<file path="src/core/red_pkg.sv">
// constants, register map and types of the strength and energy readout
package red_pkg;
	// clock period of the core clock
	localparam int CLK_PERIOD_NS = 40;

	// register indices; byte address is four times the index
	localparam logic [7:0] IDX_STRENGTH_STATUS = 8'h06;
	localparam logic [7:0] IDX_ENERGY_LEVEL = 8'h07;
	localparam logic [7:0] IDX_SYNC_CTRL = 8'h15;

	// field positions
	localparam int STAT_CRC_BIT = 7;
	localparam int STAT_RND_LSB = 5;
	localparam int STAT_STRENGTH_MSB = 4;
	localparam int SYNC_PDT_DIS_BIT = 7;

	// reset values
	localparam logic [7:0] STATUS_RESET = 8'h00;
	localparam logic [7:0] ENERGY_RESET = 8'hFF;
	localparam logic [7:0] SYNC_CTRL_RESET = 8'h00;

	// strength scale: 3 dB per step, saturating at 87 dB above the floor
	localparam logic [4:0] STRENGTH_MAX = 5'h1C;
	localparam logic [7:0] STRENGTH_SPAN_DB = 8'h57;
	localparam logic [7:0] DB_PER_STEP = 8'h03;
	// energy scale: largest code that a measurement can produce
	localparam logic [7:0] ENERGY_MAX = 8'h54;

	// strength refresh intervals in microseconds, per phy mode
	localparam int REFRESH_US_BPSK20 = 32;
	localparam int REFRESH_US_BPSK40 = 24;
	localparam int REFRESH_US_OQPSK = 8;
	localparam int REFRESH_CYC_BPSK20 = REFRESH_US_BPSK20 * 1000 / CLK_PERIOD_NS;
	localparam int REFRESH_CYC_BPSK40 = REFRESH_US_BPSK40 * 1000 / CLK_PERIOD_NS;
	localparam int REFRESH_CYC_OQPSK = REFRESH_US_OQPSK * 1000 / CLK_PERIOD_NS;

	// symbol periods in microseconds and symbols per energy window
	localparam int SYM_US_BPSK20 = 50;
	localparam int SYM_US_BPSK40 = 25;
	localparam int SYM_US_OQPSK = 16;
	localparam int ED_SYMS_STD = 8;
	localparam int ED_SYMS_HDR = 2;
	localparam int ED_WIN_CYC_BPSK20 = ED_SYMS_STD * SYM_US_BPSK20 * 1000 / CLK_PERIOD_NS;
	localparam int ED_WIN_CYC_BPSK40 = ED_SYMS_STD * SYM_US_BPSK40 * 1000 / CLK_PERIOD_NS;
	localparam int ED_WIN_CYC_OQPSK = ED_SYMS_STD * SYM_US_OQPSK * 1000 / CLK_PERIOD_NS;
	localparam int ED_WIN_CYC_HDR = ED_SYMS_HDR * SYM_US_OQPSK * 1000 / CLK_PERIOD_NS;

	// processing allowance after the window, longest time rounded down
	localparam int PROC_US = 12;
	localparam int PROC_CYC = PROC_US * 1000 / CLK_PERIOD_NS;
	// iterations of the serial divider
	localparam logic [4:0] DIV_STEPS = 5'h10;

	// phy mode selection from the transceiver core
	typedef enum logic [1:0] {
		RED_MODE_BPSK20 = 2'h0,
		RED_MODE_BPSK40 = 2'h1,
		RED_MODE_OQPSK = 2'h2,
		RED_MODE_HDR = 2'h3
	} red_phy_mode_e;
endpackage : red_pkg

</file>
<file path="src/core/red_strength_sampler.sv">
// periodic 5-bit received strength sampler
`timescale 1ns/10ps
module red_strength_sampler (
	input wire logic clk_in,
	input wire logic rst_in,
	input wire logic [1:0] phy_mode_in,
	input wire logic rx_active_in,
	input wire logic [7:0] rf_level_in,
	output logic [4:0] strength_out,
	output logic sample_out
);
	// interval timer, counts down to the next refresh
	logic [9:0] timer;
	logic [9:0] next_timer;
	logic [4:0] next_strength;
	logic next_sample;
	logic [9:0] reload;
	logic [7:0] steps;

	// refresh interval for the current mode
	always_comb begin
		unique case (red_pkg::red_phy_mode_e'(phy_mode_in))
			red_pkg::RED_MODE_BPSK20: reload = 10'(red_pkg::REFRESH_CYC_BPSK20 - 1);
			red_pkg::RED_MODE_BPSK40: reload = 10'(red_pkg::REFRESH_CYC_BPSK40 - 1);
			default: reload = 10'(red_pkg::REFRESH_CYC_OQPSK - 1);
		endcase
	end

	// timer and quantiser; power only, no signal classification
	always_comb begin
		next_timer = timer;
		next_strength = strength_out;
		next_sample = 1'b0;
		steps = rf_level_in / red_pkg::DB_PER_STEP;
		if (!rx_active_in) begin
			// outside receive the last value is held, timer rearmed
			next_timer = reload;
		end else if (timer == 10'h000) begin
			next_timer = reload;
			next_sample = 1'b1;
			// floor maps to 0, span and above saturates
			if (rf_level_in >= red_pkg::STRENGTH_SPAN_DB || steps > 8'(red_pkg::STRENGTH_MAX)) begin
				next_strength = red_pkg::STRENGTH_MAX;
			end else begin
				next_strength = steps[4:0];
			end
		end else begin
			next_timer = timer - 10'h001;
		end
	end

	// register the sampler state
	always_ff @(posedge clk_in or posedge rst_in) begin
		if (rst_in) begin
			timer <= 10'h000;
			strength_out <= 5'h00;
			sample_out <= 1'b0;
		end else begin
			timer <= next_timer;
			strength_out <= next_strength;
			sample_out <= next_sample;
		end
	end
endmodule : red_strength_sampler

</file>
<file path="src/core/red_readout.sv">
// strength status, energy detection and apb register slave
`timescale 1ns/10ps
// What this block does
// - refresh strength at mode dependent interval
// - strength is five bits, at most 28
// - floor gives 0, floor plus 87 gives 28
// - strength sits in status bits 4:0
// - measure channel power only, no classification
// - energy averages strength over 8 symbols, 2 in HDR mode
// - energy register write in listen or busy, not auto-ack, starts manual measurement
// - manual run ends storing result, raising done
// - sync header starts silent automatic measurement
// - automatic result valid within window plus 12us
// - energy result held until next measurement ends
// - energy 0x00..0x54, 0xFF before first result
// - energy scale spans floor to floor plus 87
// - rejected manual request raises done without measuring
// - preamble detect disable blocks automatic measurements
// - status bit 7 holds frame check result
module red_readout #(
	parameter logic [13:0] ED_WIN_BPSK20 = 14'(red_pkg::ED_WIN_CYC_BPSK20),
	parameter logic [13:0] ED_WIN_BPSK40 = 14'(red_pkg::ED_WIN_CYC_BPSK40),
	parameter logic [13:0] ED_WIN_OQPSK = 14'(red_pkg::ED_WIN_CYC_OQPSK),
	parameter logic [13:0] ED_WIN_HDR = 14'(red_pkg::ED_WIN_CYC_HDR)
) (
	input wire logic clk_in,
	input wire logic rst_in,
	input wire logic psel_in,
	input wire logic penable_in,
	input wire logic pwrite_in,
	input wire logic [7:0] paddr_in,
	input wire logic [31:0] pwdata_in,
	output logic [31:0] prdata_out,
	output logic pready_out,
	output logic pslverr_out,
	input wire logic [1:0] phy_mode_in,
	input wire logic rx_listen_in,
	input wire logic rx_busy_in,
	input wire logic auto_ack_receive_state_in,
	input wire logic [7:0] rf_level_in,
	input wire logic sync_header_in,
	input wire logic frame_end_event_in,
	input wire logic fcs_ok_in,
	input wire logic [1:0] random_bits_in,
	output logic measurement_done_event_out,
	output logic sync_accept_out
);
	// measurement sequencer states
	typedef enum logic [2:0] {
		RED_IDLE = 3'b001,
		RED_MEASURE = 3'b010,
		RED_DIVIDE = 3'b100
	} red_meas_state_e;

	// true when the bus address selects the word of a register index
	function automatic logic red_hit(input logic [7:0] addr, input logic [7:0] idx);
		red_hit = (addr == {idx[5:0], 2'b00});
	endfunction : red_hit

	// strength sampler outputs
	logic [4:0] strength;
	logic sample_pulse;
	// bus side state
	logic [31:0] next_prdata;
	logic next_pslverr;
	logic preamble_detect_disable;
	logic next_pdt_dis;
	logic crc_valid;
	logic next_crc_valid;
	logic next_sync_accept;
	// decoded bus events
	logic bus_setup;
	logic bus_write;
	logic ed_write;
	logic status_write;
	// receive state qualifiers
	logic rx_any;
	logic manual_ok;
	logic sync_accept;
	// measurement state
	red_meas_state_e state;
	red_meas_state_e next_state;
	logic [13:0] win_cnt;
	logic [13:0] next_win_cnt;
	logic [13:0] win_len;
	logic [13:0] next_win_len;
	logic [15:0] sum;
	logic [15:0] next_sum;
	logic [7:0] cnt;
	logic [7:0] next_cnt;
	logic [15:0] quo;
	logic [15:0] next_quo;
	logic [15:0] rem;
	logic [15:0] next_rem;
	logic [7:0] den;
	logic [7:0] next_den;
	logic [4:0] step;
	logic [4:0] next_step;
	logic manual_pend;
	logic next_manual_pend;
	logic [7:0] energy_value_field;
	logic [7:0] next_energy;
	logic next_done;
	// combinational helpers of the sequencer
	logic [15:0] sum_add;
	logic [7:0] cnt_add;
	logic [15:0] rem_sh;
	logic [15:0] quo_sh;
	logic [13:0] mode_win;

	// the sampler runs in every receive state
	assign rx_any = rx_listen_in | rx_busy_in | auto_ack_receive_state_in;

	red_strength_sampler u_sampler (
		.clk_in(clk_in),
		.rst_in(rst_in),
		.phy_mode_in(phy_mode_in),
		.rx_active_in(rx_any),
		.rf_level_in(rf_level_in),
		.strength_out(strength),
		.sample_out(sample_pulse)
	);

	// zero wait state slave; read data is captured in the setup phase, writes act in the access phase
	assign pready_out = 1'b1;
	assign bus_setup = psel_in & ~penable_in;
	assign bus_write = psel_in & penable_in & pwrite_in;
	assign ed_write = bus_write & red_hit(paddr_in, red_pkg::IDX_ENERGY_LEVEL);
	// status writes decode to nothing at all
	assign status_write = bus_write & red_hit(paddr_in, red_pkg::IDX_STRENGTH_STATUS);
	// manual runs only in plain listen or frame receive, not auto-ack
	assign manual_ok = (rx_listen_in | rx_busy_in) & ~auto_ack_receive_state_in;
	// header detection is suppressed while the disable bit is set
	assign sync_accept = sync_header_in & ~preamble_detect_disable & rx_any;

	// bus read mux, control register write and frame check bit
	always_comb begin
		next_prdata = prdata_out;
		next_pslverr = pslverr_out;
		next_pdt_dis = preamble_detect_disable;
		next_crc_valid = crc_valid;
		next_sync_accept = sync_accept;
		if (bus_setup) begin
			next_pslverr = 1'b0;
			next_prdata = 32'h0000_0000;
			if (red_hit(paddr_in, red_pkg::IDX_STRENGTH_STATUS)) begin
				// strength in the low field, live random bits, check flag
				next_prdata[red_pkg::STAT_CRC_BIT] = crc_valid;
				next_prdata[red_pkg::STAT_RND_LSB +: 2] = random_bits_in;
				next_prdata[red_pkg::STAT_STRENGTH_MSB:0] = strength;
			end else if (red_hit(paddr_in, red_pkg::IDX_ENERGY_LEVEL)) begin
				next_prdata[7:0] = energy_value_field;
			end else if (red_hit(paddr_in, red_pkg::IDX_SYNC_CTRL)) begin
				next_prdata[red_pkg::SYNC_PDT_DIS_BIT] = preamble_detect_disable;
			end else begin
				// unmapped word answers with an error and zero data
				next_pslverr = 1'b1;
			end
		end
		if (bus_write && red_hit(paddr_in, red_pkg::IDX_SYNC_CTRL)) begin
			next_pdt_dis = pwdata_in[red_pkg::SYNC_PDT_DIS_BIT];
		end
		// check flag drops at header detection, takes the frame check result at frame end
		if (sync_accept) begin
			next_crc_valid = 1'b0;
		end
		if (frame_end_event_in) begin
			next_crc_valid = fcs_ok_in;
		end
	end

	// register the bus side
	always_ff @(posedge clk_in or posedge rst_in) begin
		if (rst_in) begin
			prdata_out <= 32'h0000_0000;
			pslverr_out <= 1'b0;
			preamble_detect_disable <= red_pkg::SYNC_CTRL_RESET[red_pkg::SYNC_PDT_DIS_BIT];
			crc_valid <= red_pkg::STATUS_RESET[red_pkg::STAT_CRC_BIT];
			sync_accept_out <= 1'b0;
		end else begin
			prdata_out <= next_prdata;
			pslverr_out <= next_pslverr;
			preamble_detect_disable <= next_pdt_dis;
			crc_valid <= next_crc_valid;
			sync_accept_out <= next_sync_accept;
		end
	end

	// window length in cycles for the current mode
	always_comb begin
		unique case (red_pkg::red_phy_mode_e'(phy_mode_in))
			red_pkg::RED_MODE_BPSK20: mode_win = ED_WIN_BPSK20;
			red_pkg::RED_MODE_BPSK40: mode_win = ED_WIN_BPSK40;
			red_pkg::RED_MODE_OQPSK: mode_win = ED_WIN_OQPSK;
			red_pkg::RED_MODE_HDR: mode_win = ED_WIN_HDR;
		endcase
	end

	// measurement sequencer: window accumulate, then serial divide
	always_comb begin
		next_state = state;
		next_win_cnt = win_cnt;
		next_win_len = win_len;
		next_sum = sum;
		next_cnt = cnt;
		next_quo = quo;
		next_rem = rem;
		next_den = den;
		next_step = step;
		next_manual_pend = manual_pend;
		next_energy = energy_value_field;
		next_done = 1'b0;
		sum_add = sum;
		cnt_add = cnt;
		rem_sh = {rem[14:0], quo[15]};
		quo_sh = {quo[14:0], 1'b0};
		unique case (state)
			RED_IDLE: begin
				// result simply stands here
			end
			RED_MEASURE: begin
				// fold in each fresh strength sample
				if (sample_pulse) begin
					sum_add = sum + {11'h000, strength};
					cnt_add = cnt + 8'h01;
				end
				next_sum = sum_add;
				next_cnt = cnt_add;
				next_win_cnt = win_cnt + 14'h0001;
				if (win_cnt >= win_len - 14'h0001) begin
					// scale by three so the result counts in dB steps
					next_state = RED_DIVIDE;
					next_rem = 16'h0000;
					next_step = 5'h00;
					if (cnt_add == 8'h00) begin
						// no sample landed in a short window: use the present one
						next_quo = ({11'h000, strength} << 1) + {11'h000, strength};
						next_den = 8'h01;
					end else begin
						next_quo = (sum_add << 1) + sum_add;
						next_den = cnt_add;
					end
				end
			end
			RED_DIVIDE: begin
				// one restoring step a cycle; far inside the 12us allowance
				if (rem_sh >= {8'h00, den}) begin
					rem_sh = rem_sh - {8'h00, den};
					quo_sh[0] = 1'b1;
				end
				next_rem = rem_sh;
				next_quo = quo_sh;
				next_step = step + 5'h01;
				if (step == red_pkg::DIV_STEPS - 5'h01) begin
					next_state = RED_IDLE;
					// clamp keeps codes 0x55 upward from ever appearing
					if (quo_sh > {8'h00, red_pkg::ENERGY_MAX}) begin
						next_energy = red_pkg::ENERGY_MAX;
					end else begin
						next_energy = quo_sh[7:0];
					end
					// only a manual request is announced
					next_done = manual_pend;
					next_manual_pend = 1'b0;
				end
			end
			default: begin
				next_state = RED_IDLE;
				next_manual_pend = 1'b0;
			end
		endcase
		// a new start restarts the window from any state
		if ((ed_write && manual_ok) || sync_accept) begin
			next_state = RED_MEASURE;
			next_win_cnt = 14'h0000;
			next_win_len = mode_win;
			next_sum = 16'h0000;
			next_cnt = 8'h00;
		end
		if (ed_write && manual_ok) begin
			next_manual_pend = 1'b1;
		end
		if (ed_write && !manual_ok) begin
			// answered at once, nothing measured, result untouched
			next_done = 1'b1;
		end
	end

	// register the sequencer; written data is never stored
	always_ff @(posedge clk_in or posedge rst_in) begin
		if (rst_in) begin
			state <= RED_IDLE;
			win_cnt <= 14'h0000;
			win_len <= 14'h0001;
			sum <= 16'h0000;
			cnt <= 8'h00;
			quo <= 16'h0000;
			rem <= 16'h0000;
			den <= 8'h01;
			step <= 5'h00;
			manual_pend <= 1'b0;
			energy_value_field <= red_pkg::ENERGY_RESET;
			measurement_done_event_out <= 1'b0;
		end else begin
			state <= next_state;
			win_cnt <= next_win_cnt;
			win_len <= next_win_len;
			sum <= next_sum;
			cnt <= next_cnt;
			quo <= next_quo;
			rem <= next_rem;
			den <= next_den;
			step <= next_step;
			manual_pend <= next_manual_pend;
			energy_value_field <= next_energy;
			measurement_done_event_out <= next_done;
		end
	end
endmodule : red_readout

</file>
<file path="config.mk">
export PLATFORM = sky130hd
export DESIGN_NAME = red_readout
export DESIGN_NICKNAME = d
export VERILOG_FILES = /design/src/core/red_pkg.sv /design/src/core/red_strength_sampler.sv /design/src/core/red_readout.sv
export SDC_FILE = /design/constraint.sdc
export NUM_CORES = 1
export LEC_CHECK = 0
export BUFFER_PORTS_ARGS = -buffer_cell sky130_fd_sc_hd__buf_4
export CORE_MARGIN = 2
export CORE_UTILIZATION = 46
export CTS_CLUSTER_SIZE = 40
export DETAILED_ROUTE_END_ITERATION = 16
export PLACE_DENSITY_LB_ADDON = 0.08
export SLEW_MARGIN = 20
export SYNTH_ARGS = -nofsm -noshare
export SYNTH_HDL_FRONTEND = slang
export SYNTH_SLANG_ARGS = --single-unit
export TNS_END_PERCENT = 1
</file>
<file path="constraint.sdc">
create_clock -name clk_in -period 4.8 [get_ports clk_in]
set_input_delay 0.24 -clock clk_in [delete_from_list [all_inputs] [get_ports clk_in]]
set_output_delay 0.24 -clock clk_in [all_outputs]
set_load 0.005 [all_outputs]
</file>
==> flow_summary.yaml <==
floorplan:
  design.die.area_mm2: 0.0210
  die_y_um: 145
  rows: 51
  die_w_um: 145
  start_util_pct: 46.9
  core_area_mm2: 0.0195
  pin_count: 99
power:
  powerDensity_mw_per_mm2: 350
  switching_power_mw: 1.11
  irDropWorstVdd_uv: 225
  p_comb_share_pct: 25.4
  clkPwrFrac_pct: 37.4
  switching_share_pct: 31.0
  seq_power_share_pct: 37.2
  p_leak_nw: 4.61
  finalPower_mw: 3.56
  internal_power_mw: 2.46
cells_and_area:
  areaGrowthSynthToFinish_pct: 11.5
  multi_input_area_mm2: 0.00536
  drive_gt1_share_pct: 11.3
  final_net_count: 1187
  diodes: 0
  nFillCells: 1848
  seqCellArea_mm2: 0.00329
  post-route-cell-area_mm2: 0.0102
  fin_util_pct: 52.3
grt:
  grt_pass1_vias: 6904
  antenna_found_initial: 0
  grt_pass1_wl_mm: 33.1
  track_usage_pct: 19.7
  grt_start_max_net_pins: 93
  overflow: 0
critical_path:
  crit_fanout: 10
  arrival_ps: 4260
  cp-end-kind: "flip-flop"
  slowest_delay_ps: 500
  worst_path_most_repeated_cell: "a21oi_1"
  slowest_stage: "dfrtp_1"
  critPathLaunchType: "flip-flop"
  critical_path_class: "reg -> reg"
  crit_required_ps: 5080
  worstPathCellList: "ha_1 > a21o_1 > a21oi_1 > o21bai_1 > a21oi_1 > buf_4 > nand2b_1 > xnor2_1 > ha_1 > o21a_1 > o31a_1 > o41ai_1 > a21oi_1 > a31o_2 > xnor2_1 > o221ai_1"
clock_network:
  clk_latency_ps: 420
  cts_max_path_buffers: 2
  cts_tree: "yes"
  cts_buffers: 17
  cts_sinks: 131
  cts-htree-levels: 4
  cts-root-buf: "clkbuf_16"
  clk_pin_slew_ps: 60
  cts_resized: 0
sta:
  slew_violations: 0
  max_freq_mhz: 251
  fin_crit_ps: 3980
  rsz0062_at_grt: "false"
  fin_crit_sh_pct: 83.0
  clock-skew-final_ps: 10.1
  relSlewSlack_pct: 41.4
  tightest_slew_ps: 879
  whs_ps: -10.1
  setup_tns_ps: 0
  hold_viol: 1
  setup_viol: 0
placement:
  dp_hpwl_mm: 13.8
  place_area_mm2: 0.00957
  gp_congestion: 0.856
  portBuffers: 42
outcome:
  violations: "hold timing"
  outcome: "complete, but fails checks"
yosys:
  synth_cell_types: 78
  synth_seq_cells: 131
  yosysSeqAreaShare_pct: 36.1
  yosys_warnings: 0
  ys_top_cells_by_area: "dfrtp_1 (33%), ha_1 (8.2%), xnor2_1 (5.4%), nor2_1 (4.4%), nand2_1 (4.3%)"
  synth_top_area_share_pct: 32.9
  synthCells: 1032
  synth_async_sr_flop_share_pct: 100
  syn_avg_cell_area_um2: 8.84
  synth_edf_count: 0
  synth_area_leader_cell: "dfrtp_1"
  syn_area_mm2: 0.00912
  yosys_most_used_dff: "dfrtp_1"
hold_path:
  hp-class: "in -> async"
job:
  cap_violations: 0
route:
  first_pass_iters: 5
  vias: 7203
  wirelength_mm: 19.5
  drc: 0
  ant_nets: 0
  wl_per_cell_um: 14.6
  via_per_inst: 5.38
  drt_iter0_drc: 322
[final cells by class]
cell class / instances / share of cell area [%]
multi-input cells: 805 / 52.7
clock buffers: 22 / 4.56
clock inverters: 10 / 1.29
flip-flops and latches: 131 / 32.4
well taps: 265 / 3.26
inverters: 53 / 2.00
repair buffers: 52 / 3.86
[cells in the mapped netlist, types with 26 or more instances]
library cell    n
a21oi_1        62
nor2_1        106
xnor2_1        56
nand2_1       104
buf_4          28
clkbuf_1       26
ha_1           60
o21ai_0        50
nand3_1        27
dfrtp_1       120
xor2_1         30
inv_1          53
[metrics by stage]
| step | cells | setup WS, ps |
|---|---|---|
| CTS | 1338 | 861 |
| finish | 1338 | 818 |
| global route | 1338 | 477 |
| global placement | 1305 | 907 |
| floorplan | 1055 | 1080 |
| detailed placement | 1305 | 899 |
[kinds of logic after synthesis]
logic type | count (synthesis) | synth area share [%]
buf+inv | 119 | 6.18
simple gates | 355 | 18.8
other cells | 2 | 0.0823
xor+xnor | 86 | 8.26
flops | 131 | 36.1
compound gates | 240 | 17.2
mux | 34 | 4.13
fa+ha+maj | 65 | 9.22
[final timing paths]
path,endpoint,cells after the start,slack [ps],startpoint
min in group clk_in,crc_valid,3,30,fcs_ok_in
worst max register to register,quo[15],16,820,u_sampler.strength_out[1]
worst min register to register,u_sampler.timer[0],1,450,u_sampler.timer[0]
worst min-delay path,sync_accept_out,2,-10,rst_in
max in group asynchronous,den[0],3,3750,rst_in
worst max-delay path,quo[15],16,820,u_sampler.strength_out[1]
[power groups by stage]
stage	clock (mW)	sequential, mW	combinational [mW]
floorplan	0	1.31	0.744
global placement	0	1.34	0.894
detailed placement	0	1.34	0.902
CTS	1.37	1.33	0.912
global route	1.41	1.34	1.02
finish	1.33	1.33	0.905
[layout by cell type (no fill, tap or decap), types with 13 or more instances in the layout]
master	n
nor2_1	106
ha_1	60
o22ai_1	15
inv_1	52
mux2i_1	23
nand2_1	104
buf_4	51
dfrtp_1	120
o21ai_0	50
a21oi_1	62
conb_1	25
xor2_1	30
xnor2_1	56
o21a_1	13
clkbuf_16	17
nand4_1	13
nor3_1	25
nand3_1	27
[timing repair]
| item | 4_1_cts | 5_1_grt |
|---|---|---|
| hold endpoints to repair | 1 | 0 |
| hold buffers | 1 | 0 |
| buffers inserted | 0 | 0 |
[sequential cells by signal, indices dropped and copies added (netlist names)]
signal and count:
energy_value_field 8, u_sampler.strength_out 5, win_cnt 14, prdata_out 8
den 8, crc_valid 1, cnt 8, sum 16
measurement_done_event_out 1, pslverr_out 1, sync_accept_out 1, u_sampler.timer 10
win_len 8, quo 16, preamble_detect_disable 1, step 5
state 3, manual_pend 1, rem 15, u_sampler.sample_out 1
[critical path: cells and delay by family, from the launching register on]
| family | cells | cell delay (ps) |
|---|---|---|
| compound gates | 10 | 1980 |
| simple gates | 1 | 130 |
| fa+ha+maj | 2 | 650 |
| buf+inv | 1 | 180 |
| xor+xnor | 2 | 410 |
| flops | 1 | 500 |
[routing by layer]
layer  global-route usage [%]  up-vias  wire (um)  share of wire, %
met1                     26.9     3429       9910                51
met2                     32.3       97       8880                45
met5                        0        -          0                 0
met4                     4.75        0        161              0.82
li1                         -     3669          -                 -
met3                     3.82        8        594               3.0
Power figures use the tool's default switching activity.
